<file path="src/hw/scan_cfg.svh">
// constants for the boundary-scan test logic
// assumes inclusion by the scan package, the block and its bench
`ifndef SCAN_CFG_SVH
`define SCAN_CFG_SVH
`define IR_WIDTH          4
`define IR_CAPTURE        4'h1
`define OP_EXTEST         4'h0
`define OP_IDCODE         4'h1
`define OP_SNAPSHOT       4'h2
`define OP_CORE_RESET     4'hC
`define OP_BYPASS         4'hF
`define NUM_PINS          8
`define PIN_IDX_SCL       0
`define PIN_IDX_SDA       1
`define NUM_OSC           5
`define OSC_IDX_LOWFREQ   3
`define OSC_UNUSED_LEVEL  5'h08
`define ADDR_WIDTH        8
`define ADDR_MCU_CS       8'h34
`define BIT_PORT_DISABLE  7
`define BIT_TEST_RESET    4
`define LOCK_WINDOW       3'h4
`define MCU_CS_RESET      8'h00
`define IDCODE_VALUE      32'h0000_0001 // arbitrary neutral value, names no maker or part
`endif

</file>
<file path="src/hw/scan_pkg.sv">
// types shared by the boundary-scan test logic
// assumes the constant header is on the include path
`include "scan_cfg.svh"
package scan_pkg;
   typedef enum logic [3:0] {
      TEST_LOGIC_RESET = 4'h0,
      RUN_IDLE         = 4'h1,
      SELECT_DR        = 4'h3,
      CAPTURE_DR       = 4'h2,
      SHIFT_DR         = 4'h6,
      EXIT1_DR         = 4'h7,
      PAUSE_DR         = 4'h5,
      EXIT2_DR         = 4'h4,
      UPDATE_DR        = 4'hC,
      SELECT_IR        = 4'hD,
      CAPTURE_IR       = 4'hF,
      SHIFT_IR         = 4'hE,
      EXIT1_IR         = 4'hA,
      PAUSE_IR         = 4'hB,
      EXIT2_IR         = 4'h9,
      UPDATE_IR        = 4'h8
   } tap_state_type;
   typedef struct packed {
      logic tck;
      logic tms;
      logic tdi;
   } tap_in_type;
   typedef struct packed {
      logic [`NUM_PINS-1:0] direction_bit;
      logic [`NUM_PINS-1:0] port_output_bit;
      logic                 global_pullup_disable;
      logic [1:0]           two_wire_drive_enable;
   } core_pins_type;
endpackage : scan_pkg

</file>
<file path="src/hw/boundary_scan_chain_logic.sv">
// boundary-scan test logic: tap controller, instruction and data registers,
// scan cells for port pins, two-wire enables, reset pin and oscillators,
// and the control/status register on an apb slave.
// assumes: tck/tms/tdi arrive asynchronously and are sampled on CLOCK,
// which must run at least several times faster than the test clock.
`timescale 1ns/1ps
`include "scan_cfg.svh"
module boundary_scan_chain_logic (
   input  wire logic                  CLOCK,
   input  wire logic                  RST,
   input  wire logic                  BROWN_OUT_RESET,
   input  wire scan_pkg::tap_in_type  TAP_IN,
   output logic                       TDO,
   output logic                       TDO_OE_N,
   input  wire logic                  TEST_PORT_FUSE,
   input  wire logic [`NUM_PINS-1:0]  PIN_IN,
   input  wire scan_pkg::core_pins_type CORE_PINS,
   input  wire logic                  LOW_VOLTAGE_RESET_N,
   input  wire logic                  HIGH_VOLTAGE_RESET,
   input  wire logic [`NUM_OSC-1:0]   OSC_ENABLE,
   input  wire logic [`NUM_OSC-1:0]   OSC_CLOCK,
   output logic                       CORE_RESET,
   output logic                       TEST_RESET_EVENT,
   input  wire logic                  PSEL,
   input  wire logic                  PENABLE,
   input  wire logic                  PWRITE,
   input  wire logic [`ADDR_WIDTH-1:0] PADDR,
   input  wire logic [31:0]           PWDATA,
   output logic [31:0]                PRDATA,
   output logic                       PREADY,
   output logic                       PSLVERR
);
   // chain order from tdo: per pin {pullup, ctl, data}, two-wire enables,
   // reset observe pair, per oscillator {enable, clock}
   localparam int CHAIN_LEN = 3*`NUM_PINS + 2 + 2 + 2*`NUM_OSC;

   // ----------------------------------------------------------------
   // test pin synchronisers
   // ----------------------------------------------------------------
   logic [2:0] sync_a;
   logic [2:0] sync_b;
   logic [2:0] sync_c;
   logic [2:0] tap_lvl;
   logic       tck_prev;
   always_ff @(posedge CLOCK) begin
      if (RST) begin
         sync_a <= 3'h0;
         sync_b <= 3'h0;
         sync_c <= 3'h0;
      end else begin
         sync_a <= {TAP_IN.tck, TAP_IN.tms, TAP_IN.tdi};
         sync_b <= sync_a;
         sync_c <= sync_b;
      end
   end
   // a change counts only once the second and third stages agree
   always_ff @(posedge CLOCK) begin
      if (RST) begin
         tap_lvl <= 3'h0;
      end else begin
         for (int i = 0; i < 3; i++) begin
            if (sync_b[i] == sync_c[i]) begin
               tap_lvl[i] <= sync_c[i];
            end
         end
      end
   end
   always_ff @(posedge CLOCK) begin
      if (RST) begin
         tck_prev <= 1'b0;
      end else begin
         tck_prev <= tap_lvl[2];
      end
   end

   logic port_on;
   logic tck_rise;
   logic tck_fall;
   logic tms;
   logic tdi;
   assign tms      = tap_lvl[1];
   assign tdi      = tap_lvl[0];
   assign tck_rise = port_on & tap_lvl[2] & ~tck_prev;
   assign tck_fall = port_on & ~tap_lvl[2] & tck_prev;

   // ----------------------------------------------------------------
   // tap state machine
   // ----------------------------------------------------------------
   scan_pkg::tap_state_type state;
   scan_pkg::tap_state_type next_state;
   always_comb begin
      case (state)
         scan_pkg::TEST_LOGIC_RESET: next_state = tms ? scan_pkg::TEST_LOGIC_RESET : scan_pkg::RUN_IDLE;
         scan_pkg::RUN_IDLE:   next_state = tms ? scan_pkg::SELECT_DR : scan_pkg::RUN_IDLE;
         scan_pkg::SELECT_DR:  next_state = tms ? scan_pkg::SELECT_IR : scan_pkg::CAPTURE_DR;
         scan_pkg::CAPTURE_DR: next_state = tms ? scan_pkg::EXIT1_DR : scan_pkg::SHIFT_DR;
         scan_pkg::SHIFT_DR:   next_state = tms ? scan_pkg::EXIT1_DR : scan_pkg::SHIFT_DR;
         scan_pkg::EXIT1_DR:   next_state = tms ? scan_pkg::UPDATE_DR : scan_pkg::PAUSE_DR;
         scan_pkg::PAUSE_DR:   next_state = tms ? scan_pkg::EXIT2_DR : scan_pkg::PAUSE_DR;
         scan_pkg::EXIT2_DR:   next_state = tms ? scan_pkg::UPDATE_DR : scan_pkg::SHIFT_DR;
         scan_pkg::UPDATE_DR:  next_state = tms ? scan_pkg::SELECT_DR : scan_pkg::RUN_IDLE;
         scan_pkg::SELECT_IR:  next_state = tms ? scan_pkg::TEST_LOGIC_RESET : scan_pkg::CAPTURE_IR;
         scan_pkg::CAPTURE_IR: next_state = tms ? scan_pkg::EXIT1_IR : scan_pkg::SHIFT_IR;
         scan_pkg::SHIFT_IR:   next_state = tms ? scan_pkg::EXIT1_IR : scan_pkg::SHIFT_IR;
         scan_pkg::EXIT1_IR:   next_state = tms ? scan_pkg::UPDATE_IR : scan_pkg::PAUSE_IR;
         scan_pkg::PAUSE_IR:   next_state = tms ? scan_pkg::EXIT2_IR : scan_pkg::PAUSE_IR;
         scan_pkg::EXIT2_IR:   next_state = tms ? scan_pkg::UPDATE_IR : scan_pkg::SHIFT_IR;
         scan_pkg::UPDATE_IR:  next_state = tms ? scan_pkg::SELECT_DR : scan_pkg::RUN_IDLE;
         default:              next_state = scan_pkg::TEST_LOGIC_RESET;
      endcase
   end
   // the reset instruction never touches this machine, only RST and a disabled port do
   always_ff @(posedge CLOCK) begin
      if (RST || !port_on) begin
         state <= scan_pkg::TEST_LOGIC_RESET;
      end else if (tck_rise) begin
         state <= next_state;
      end
   end

   // ----------------------------------------------------------------
   // instruction register
   // ----------------------------------------------------------------
   logic [`IR_WIDTH-1:0] ir_shift;
   logic [`IR_WIDTH-1:0] ir;
   always_ff @(posedge CLOCK) begin
      if (RST || state == scan_pkg::TEST_LOGIC_RESET) begin
         ir_shift <= `OP_IDCODE;
         ir       <= `OP_IDCODE;
      end else if (tck_rise) begin
         if (state == scan_pkg::CAPTURE_IR) begin
            ir_shift <= `IR_CAPTURE;
         end else if (state == scan_pkg::SHIFT_IR) begin
            ir_shift <= {tdi, ir_shift[`IR_WIDTH-1:1]};
         end
      end else if (tck_fall && state == scan_pkg::UPDATE_IR) begin
         ir <= ir_shift;
      end
   end

   logic sel_chain;
   logic sel_reset;
   logic sel_id;
   assign sel_chain = (ir == `OP_SNAPSHOT) || (ir == `OP_EXTEST);
   assign sel_reset = (ir == `OP_CORE_RESET);
   assign sel_id    = (ir == `OP_IDCODE);

   // ----------------------------------------------------------------
   // data registers
   // ----------------------------------------------------------------
   logic                  bypass_stage;
   logic                  reset_stage;
   logic [31:0]           id_shift;
   logic [CHAIN_LEN-1:0]  chain;
   logic [CHAIN_LEN-1:0]  latch;
   logic [CHAIN_LEN-1:0]  capture;
   logic [`NUM_OSC-1:0]   osc_clock_seen;
   // idle clock levels and register reset value as vectors, so single bits can be picked
   localparam logic [`NUM_OSC-1:0] OSC_IDLE = `OSC_UNUSED_LEVEL;
   localparam logic [7:0]          CS_RESET = `MCU_CS_RESET;

   // ----------------------------------------------------------------
   // scan cell capture
   // ----------------------------------------------------------------
   // pins observed directly, no synchroniser, alternate functions sit beyond
   // analog paths run pin-to-analog outside this logic, so nothing here sits on them
   always_comb begin
      capture = '0;
      for (int p = 0; p < `NUM_PINS; p++) begin
         capture[3*p]   = ~CORE_PINS.global_pullup_disable & ~CORE_PINS.direction_bit[p]
                          & CORE_PINS.port_output_bit[p];
         capture[3*p+1] = CORE_PINS.direction_bit[p];
         capture[3*p+2] = PIN_IN[p];
      end
      capture[3*`NUM_PINS +: 2]   = CORE_PINS.two_wire_drive_enable;
      capture[3*`NUM_PINS+2]      = ~LOW_VOLTAGE_RESET_N;
      capture[3*`NUM_PINS+3]      = HIGH_VOLTAGE_RESET;
      for (int o = 0; o < `NUM_OSC; o++) begin
         capture[3*`NUM_PINS+4+2*o]   = OSC_ENABLE[o];
         capture[3*`NUM_PINS+5+2*o]   = osc_clock_seen[o];
      end
   end
   // disabled oscillators show their idle level, lowfreq idles high
   always_comb begin
      for (int o = 0; o < `NUM_OSC; o++) begin
         osc_clock_seen[o] = OSC_ENABLE[o] ? OSC_CLOCK[o] : OSC_IDLE[o];
      end
   end
   // load capacitor fuse deliberately has no cell here

   // ----------------------------------------------------------------
   // bypass, reset and id registers
   // ----------------------------------------------------------------
   // opcodes outside the decoded set land in bypass, so stray codes stay harmless

   always_ff @(posedge CLOCK) begin
      if (RST) begin
         bypass_stage <= 1'b0;
      end else if (tck_rise && !sel_chain && !sel_reset && !sel_id) begin
         if (state == scan_pkg::CAPTURE_DR) begin
            bypass_stage <= 1'b0;
         end else if (state == scan_pkg::SHIFT_DR) begin
            bypass_stage <= tdi;
         end
      end
   end

   // no capture on purpose: reset holds until shifted out
   always_ff @(posedge CLOCK) begin
      if (RST) begin
         reset_stage <= 1'b0;
      end else if (tck_rise && sel_reset && state == scan_pkg::SHIFT_DR) begin
         reset_stage <= tdi;
      end
   end
   assign CORE_RESET = reset_stage;

   always_ff @(posedge CLOCK) begin
      if (RST) begin
         id_shift <= '0;
      end else if (tck_rise && sel_id) begin
         if (state == scan_pkg::CAPTURE_DR) begin
            id_shift <= `IDCODE_VALUE;       // arbitrary value
         end else if (state == scan_pkg::SHIFT_DR) begin
            id_shift <= {tdi, id_shift[31:1]};
         end
      end
   end

   // ----------------------------------------------------------------
   // boundary chain and update latches
   // ----------------------------------------------------------------
   always_ff @(posedge CLOCK) begin
      if (RST) begin
         chain <= '0;
      end else if (tck_rise && sel_chain) begin
         if (state == scan_pkg::CAPTURE_DR) begin
            chain <= capture;
         end else if (state == scan_pkg::SHIFT_DR) begin
            chain <= {tdi, chain[CHAIN_LEN-1:1]};
         end
      end
   end
   // latches are kept for a later drive stage; this block never routes them to pins
   always_ff @(posedge CLOCK) begin
      if (RST) begin
         latch <= '0;
      end else if (tck_fall && sel_chain && state == scan_pkg::UPDATE_DR) begin
         latch <= chain;
      end
   end

   // ----------------------------------------------------------------
   // test data out, changes on the falling test clock
   // ----------------------------------------------------------------
   logic tdo_bit;
   always_ff @(posedge CLOCK) begin
      if (RST) begin
         tdo_bit  <= 1'b0;
         TDO_OE_N <= 1'b1;
      end else if (tck_fall) begin
         TDO_OE_N <= ~(state == scan_pkg::SHIFT_DR || state == scan_pkg::SHIFT_IR);
         if (state == scan_pkg::SHIFT_IR) begin
            tdo_bit <= ir_shift[0];
         end else if (sel_chain) begin
            tdo_bit <= chain[0];
         end else if (sel_reset) begin
            tdo_bit <= reset_stage;
         end else if (sel_id) begin
            tdo_bit <= id_shift[0];
         end else begin
            tdo_bit <= bypass_stage;
         end
      end else if (!port_on) begin
         TDO_OE_N <= 1'b1;
      end
   end
   assign TDO = tdo_bit;

   // ----------------------------------------------------------------
   // control/status register over apb
   // ----------------------------------------------------------------
   logic       port_disable;
   logic       test_reset_flag;
   logic       pending_val;
   logic [2:0] window;
   logic       hit;
   logic       wr;
   assign hit  = (PADDR == `ADDR_MCU_CS);
   assign wr   = PSEL & PENABLE & PWRITE & hit;
   assign port_on = TEST_PORT_FUSE & ~port_disable;

   // ----------------------------------------------------------------
   // disable bit timed write
   // ----------------------------------------------------------------
   // a first write opens a four-cycle window; a matching second write commits
   always_ff @(posedge CLOCK) begin
      if (RST) begin
         port_disable <= CS_RESET[`BIT_PORT_DISABLE];
         pending_val  <= 1'b0;
         window       <= 3'h0;
      end else if (wr) begin
         if (window != 3'h0 && PWDATA[`BIT_PORT_DISABLE] == pending_val) begin
            port_disable <= pending_val;
            window       <= 3'h0;
         end else begin
            pending_val <= PWDATA[`BIT_PORT_DISABLE];
            window      <= `LOCK_WINDOW;
         end
      end else if (window != 3'h0) begin
         window <= window - 3'h1;
      end
   end

   // ----------------------------------------------------------------
   // test reset flag
   // ----------------------------------------------------------------
   // set wins over a clearing write; RST is not brown-out so the flag survives it
   always_ff @(posedge CLOCK) begin
      if (BROWN_OUT_RESET) begin
         test_reset_flag <= 1'b0;
      end else if (reset_stage) begin
         test_reset_flag <= 1'b1;
      end else if (wr && !PWDATA[`BIT_TEST_RESET]) begin
         test_reset_flag <= 1'b0;
      end
   end
   assign TEST_RESET_EVENT = reset_stage;

   // ----------------------------------------------------------------
   // read data
   // ----------------------------------------------------------------
   // loaded in the setup cycle so the access phase answers with no wait state
   always_ff @(posedge CLOCK) begin
      if (RST) begin
         PRDATA <= 32'h0000_0000;
      end else if (PSEL && !PENABLE && !PWRITE && hit) begin
         PRDATA <= 32'h0000_0000 | ({31'h0, port_disable} << `BIT_PORT_DISABLE)
                   | ({31'h0, test_reset_flag} << `BIT_TEST_RESET);
      end else if (PSEL && !PENABLE) begin
         PRDATA <= 32'h0000_0000;
      end
   end
   assign PREADY  = 1'b1;
   assign PSLVERR = PSEL & PENABLE & ~hit;
endmodule : boundary_scan_chain_logic

</file>
<file path="config.mk">
export PLATFORM = sky130hd
export DESIGN_NAME = boundary_scan_chain_logic
export DESIGN_NICKNAME = d
export VERILOG_FILES = /design/src/hw/scan_pkg.sv /design/src/hw/boundary_scan_chain_logic.sv
export VERILOG_INCLUDE_DIRS = /design/src /design/src/hw
export SDC_FILE = /design/constraint.sdc
export NUM_CORES = 1
export LEC_CHECK = 0
export BUFFER_PORTS_ARGS = -buffer_cell sky130_fd_sc_hd__buf_2
export CORE_MARGIN = 2
export CORE_UTILIZATION = 35
export DETAILED_ROUTE_END_ITERATION = 10
export HOLD_SLACK_MARGIN = 0.02
export PLACE_DENSITY = 0.69
export REMOVE_ABC_BUFFERS = 1
export SYNTH_ARGS = -nofsm -noshare
export SYNTH_HDL_FRONTEND = slang
export SYNTH_SLANG_ARGS = --single-unit
</file>
<file path="constraint.sdc">
create_clock -name CLOCK -period 1.95 [get_ports CLOCK]
set_clock_uncertainty 0.2 [all_clocks]
set_input_delay 0.0975 -clock CLOCK [delete_from_list [all_inputs] [get_ports CLOCK]]
set_output_delay 0.0975 -clock CLOCK [all_outputs]
set_load 0.1 [all_outputs]
</file>
After elaboration in Yosys (flattened, before gate mapping)
Index checks and enable logic that the tools add are counted.
{ "totals": {"output_inout_bits": 38, "wordCells": 170, "input_bits": 89, "reg_bits": 137} }
{ "op_classes": {"n_bitwise": 43, "reduce_logical": 42, "n_addsub": 1, "n_mux": 39, "n_eq_ne": 24} }
{ "ops": {"columns": ["cell", "count"], "rows": [
  ["two-way mux 32 bit", 4],
  ["two-way mux 38 bit", 2],
  ["case mux 4 bit (12 select lines)", 1],
  ["equality test 4 bit (second input constant)", 9],
  ["AND 1 bit", 25],
  ["two-way mux 4 bit", 6],
  ["two-way mux 1 bit", 18],
  ["NOT 1 bit", 17],
  ["equality test 4 x 3 -> 1 bit (second input constant)", 4],
  ["two-way mux 3 bit", 5],
  ["AND reduction 2 bit", 7],
  ["logical AND 1 bit", 13],
  ["equality test 4 x 2 -> 1 bit (second input constant)", 3],
  ["nonzero test 2 bit", 5],
  ["equality test 4 x 1 -> 1 bit (second input constant)", 2],
  ["equality test 8 x 6 -> 1 bit (second input constant)", 1],
  ["logical NOT 4 bit", 2],
  ["bitwise OR 8 x 5 -> 8 bit", 1],
  ["logical NOT 1 bit", 7],
  ["two-way mux 2 bit", 3],
  ["equality test 1 bit", 4],
  ["logical OR 1 bit", 4],
  ["OR reduction 2 bit", 2],
  ["nonzero test 3 bit", 1],
  ["3 further kinds", 3]
]} }

Longest topological paths before layout
{ "logic_depth": {"depth_word": 8, "mapped_depth": 7, "depth_no_buf": 5} }

Worst setup path after synthesis
No wires, ideal clock.
{ "synth_timing": {"kind": "register to register", "from": "reg state[0]", "to": "reg chain[29]", "slack_ns": 0.065, "path_buffers": 4, "setup_time_ns": 0.139, "synth_period_minus_slack_ns": 1.885, "required_ns": 1.611, "path_stages_with_launch": 8, "t_arrival_ns": 1.545, "cell_sequence": "dfxtp_1 buf_2 or4b_1 clkbuf_1 buf_2 buf_2 nand2_1 a311oi_2"} }
{ "synth_via": {"elab_chain_len": 3, "word_cells_on_any_way": 5, "classes_between": "eq/ne (2); mux (1); reduce/logical (2)"} }
{ "synth_rtl": {"columns": ["item", "line_no", "text"], "rows": [
  ["start, declared", "boundary_scan_chain_logic.sv:89", "scan_pkg::tap_state_type state;"],
  ["start signal, assigned", "boundary_scan_chain_logic.sv:115", "state <= scan_pkg::TEST_LOGIC_RESET;"],
  ["start signal, assigned", "boundary_scan_chain_logic.sv:117", "state <= next_state;"],
  ["equality test 4 x 2 -> 1 bit or equality test 4 x 3 -> 1 bit (tied branches)", "boundary_scan_chain_logic.sv:237, boundary_scan_chain_logic.sv:239", null],
  ["nonzero test 2 bit (no source line)", null, null],
  ["AND reduction 2 bit (no source line)", null, null],
  ["end signal, assigned", "boundary_scan_chain_logic.sv:238", "chain <= capture;"],
  ["end signal, assigned", "boundary_scan_chain_logic.sv:240", "chain <= {tdi, chain[CHAIN_LEN-1:1]};"],
  ["end, declared", "boundary_scan_chain_logic.sv:154", "logic [CHAIN_LEN-1:0] chain;"]
]} }
Parallel ways exist; a longest one is shown, timed or not.
A chain may end at the register's enable or synchronous reset.

Final worst setup path
{ "layout_timing": {"from": "reg state[1]", "to": "reg chain[18]"} }
Same word-level chain as after synthesis.

==> results.json <==
{
  "p_seq_frac": 0.462,
  "multiInputGateArea_um2": 2480,
  "final_hold_viol_count": 0,
  "synth_seq_cells": 107,
  "core_um2": 13900,
  "clockPowerShare": 0.409,
  "cp-startpoint": "state[1]",
  "fillers": 1332,
  "wl_um": 11900,
  "syn_to_final_growth_pct": 31.5,
  "drt_iter0_drc": 232,
  "htreeDepth": 3,
  "r2r_start": "state[1]",
  "crit_required_ns": 2.00,
  "min_period_over_period": 0.988,
  "numCtsBuffers": 9,
  "diodes": 0,
  "hpwl_um": 6850,
  "ir_drop_mv": 0.495,
  "clk_path_buf_depth": 2,
  "synth-async-reset-ratio": 0,
  "swShare": 0.266,
  "crit_fanout": 19,
  "cap_violations": 0,
  "cp_slowest_cell": "or3b_4",
  "rsz0062_at_grt": "true",
  "stdcell_count": 904,
  "fin_crit_ns": 1.93,
  "clock_latency_ns": 0.35,
  "synth_edf_count": 0,
  "drt_pass1_iterations": 4,
  "initial_core_util": 0.359,
  "cts_sinks": 107,
  "ant_nets": 0,
  "worstSetupPathType": "reg -> reg",
  "yosys_warnings": 0,
  "critPathBufInv": 2,
  "slowest_delay_ns": 0.40,
  "grt_max_degree": 54,
  "fmax_ghz": 0.519,
  "rows": 43,
  "pwr-share-comb": 0.129,
  "avgSynthCellArea_um2": 8.24,
  "grt-ovfl-total": 0,
  "ys_seq_area_frac": 0.430,
  "clkTransAtPathRegs_ns": 0.07,
  "cts_tree": "done",
  "via_per_inst": 4.99,
  "drive_above_1_share": 0.209,
  "postSynthCellCount": 604,
  "p_leak_uw": 0.00231,
  "hold_path_class": "in -> reg",
  "synthesis.area_um2": 4980,
  "power.density_nw_per_um2": 738,
  "detail_route.wl_per_cell_um": 13.2,
  "nNetsFinal": 811,
  "power.switching_uw": 1280,
  "grt_pass1_wl_um": 18800,
  "critical_path.top_delay_family": "simple AND/OR/NAND/NOR gates",
  "tns_ns": 0,
  "die_w_um": 123,
  "crit_chain": "or3b_4 > nor4_4 > buf_6 > buf_16 > nor2_1 > a311oi_1",
  "totalPowerFinal_uw": 4830,
  "route.vias.total": 4514,
  "drv_slew": 0,
  "seqCellArea_um2": 2150,
  "synth_cell_types": 60,
  "status": "finished, final reports clean",
  "io-pin-count": 127,
  "finalSetupViolations": 0,
  "grt_usage": 0.153,
  "place_congestion": 0.778,
  "dp.cells": 828,
  "end_kind": "flip-flop",
  "die_area_um2": 15200,
  "cts_root_buf": "clkbuf_16",
  "drc_errors": 0,
  "antenna_found_initial": 0,
  "synth_ff_type": "dfxtp_1",
  "start_kind": "flip-flop",
  "p_int_uw": 3540,
  "grt_pass1_vias": 4099,
  "critPathArrivalTime_ns": 1.97,
  "die-height_um": 123,
  "min_from": "PADDR[3]",
  "port_buffers": 65
}
[cells in the final DEF (no fill, tap or decap), drive strengths merged, types with 3 or more instances in the layout]
cell type | Yosys | final
buf | 55 | 102
nor2b | 15 | 15
nand3b | 3 | 3
a311oi | 38 | 38
dfxtp | 107 | 107
o21ai | 14 | 14
mux2i | 6 | 6
nor3 | 7 | 7
a21oi | 46 | 46
inv | 11 | 13
nand4bb | 3 | 3
dlygate4sd3 | 0 | 51
nand3 | 50 | 50
nand4b | 3 | 3
or3b | 4 | 4
nor2 | 56 | 56
nand2 | 104 | 104
clkbuf | 26 | 13
nand2b | 6 | 6
conb | 2 | 31
o31ai | 3 | 3
o211ai | 3 | 3
[logic make-up after synthesis]
logic type / share of synthesized area
adder cells (fa/ha/maj): 0.00503
flip-flops: 0.430
buffers and inverters: 0.102
AND/OR/NAND/NOR: 0.264
other: 0.00151
multiplexers: 0.0121
AO/OA/AOI/OAI: 0.182
XOR/XNOR: 0.00352
[cell type report]
type,count,area share
Clock buffer,9,0.0344
Inverter,11,0.00631
Timing Repair Buffer,157,0.201
Sequential cell,107,0.329
Multi-Input combinational cell,434,0.380
Clock inverter,6,0.0151
Tap cell,180,0.0344
[cells in the mapped netlist, types with 3 or more instances]
library cell | n | area, um2
nand2_1 | 104 | 390
o21ai_0 | 14 | 70.1
o211ai_1 | 3 | 22.5
nor3_1 | 6 | 30.0
a311oi_1 | 30 | 263
a21oi_1 | 46 | 230
nor2_1 | 56 | 210
or3b_1 | 4 | 35.0
nand2b_1 | 6 | 37.5
nand3b_1 | 3 | 22.5
inv_1 | 11 | 41.3
o31ai_1 | 3 | 22.5
mux2i_1 | 6 | 60.1
nor2b_1 | 15 | 93.8
a311oi_2 | 8 | 120
buf_2 | 20 | 100
nand3_1 | 50 | 250
buf_4 | 32 | 240
clkbuf_1 | 25 | 93.8
nand4b_1 | 3 | 26.3
dfxtp_1 | 107 | 2140
[power groups by stage]
stage / clock (uW) / sequential (uW) / combinational, uW
final: 1970 / 2230 / 622
after global routing: 2090 / 2240 / 665
after CTS: 2020 / 2230 / 616
after detailed placement: 0 / 2290 / 541
after global placement: 0 / 2280 / 535
after floorplan: 0 / 2280 / 406
[final timing paths]
| path | end | slack, ns | cells past startpoint |
|---|---|---|---|
| setup reg to reg | chain[18] | 0.02 | 6 |
| hold reg to reg | sync_b[1] | 0.24 | 1 |
| setup / recovery | chain[18] | 0.02 | 6 |
| hold / removal | PRDATA[7] | 0.13 | 5 |
[state kept, by name, indices dropped and copies added, names as in the netlist, 2 cells and up]
name / cells
sync_a: 3
state: 4
PRDATA: 2
tap_lvl: 3
sync_b: 3
window: 3
ir_shift: 4
id_shift: 32
ir: 4
sync_c: 3
chain: 38
[routing by layer]
| layer | track usage | part of all wire | vias to the layer above |
|---|---|---|---|
| met5 | 0 | 0 | - |
| met4 | 0.0412 | 0.012 | 0 |
| met3 | 0.0341 | 0.051 | 15 |
| met2 | 0.258 | 0.48 | 129 |
| met1 | 0.196 | 0.45 | 2094 |
| li1 | - | - | 2276 |
[what timing repair did]
action | CTS | global route
gates cloned | 2 | 4
setup buffers | 2 | 2
pin swaps | 2 | 15
hold endpoints to repair | 63 | 0
hold buffers | 51 | 0
endpoints found under the setup margin | 39 | 74
resized for setup | 7 | 14
[stage by stage]
step	hold slack (ns)	utilization	setup WS, ns	area, um2
3_5_place_dp	0.0753	0.394	-0.105	5470
2_1_floorplan	-0.0346	-	-1.54	4620
5_1_grt	0.150	0.471	-0.0447	6540
4_1_cts	0.108	0.460	-0.0621	6380
6_report	0.127	0.471	0.0236	6540
3_3_place_gp	0.0731	0.394	-0.0480	5470
[worst reg2reg max path: stages, from the launching register on]
cell and delay (ns):
dfxtp_4 0.38, or3b_4 0.40, nor4_4 0.17, buf_6 0.20, buf_16 0.17, nor2_1 0.05
a311oi_1 0.27
Power figures use the tool's default switching activity.
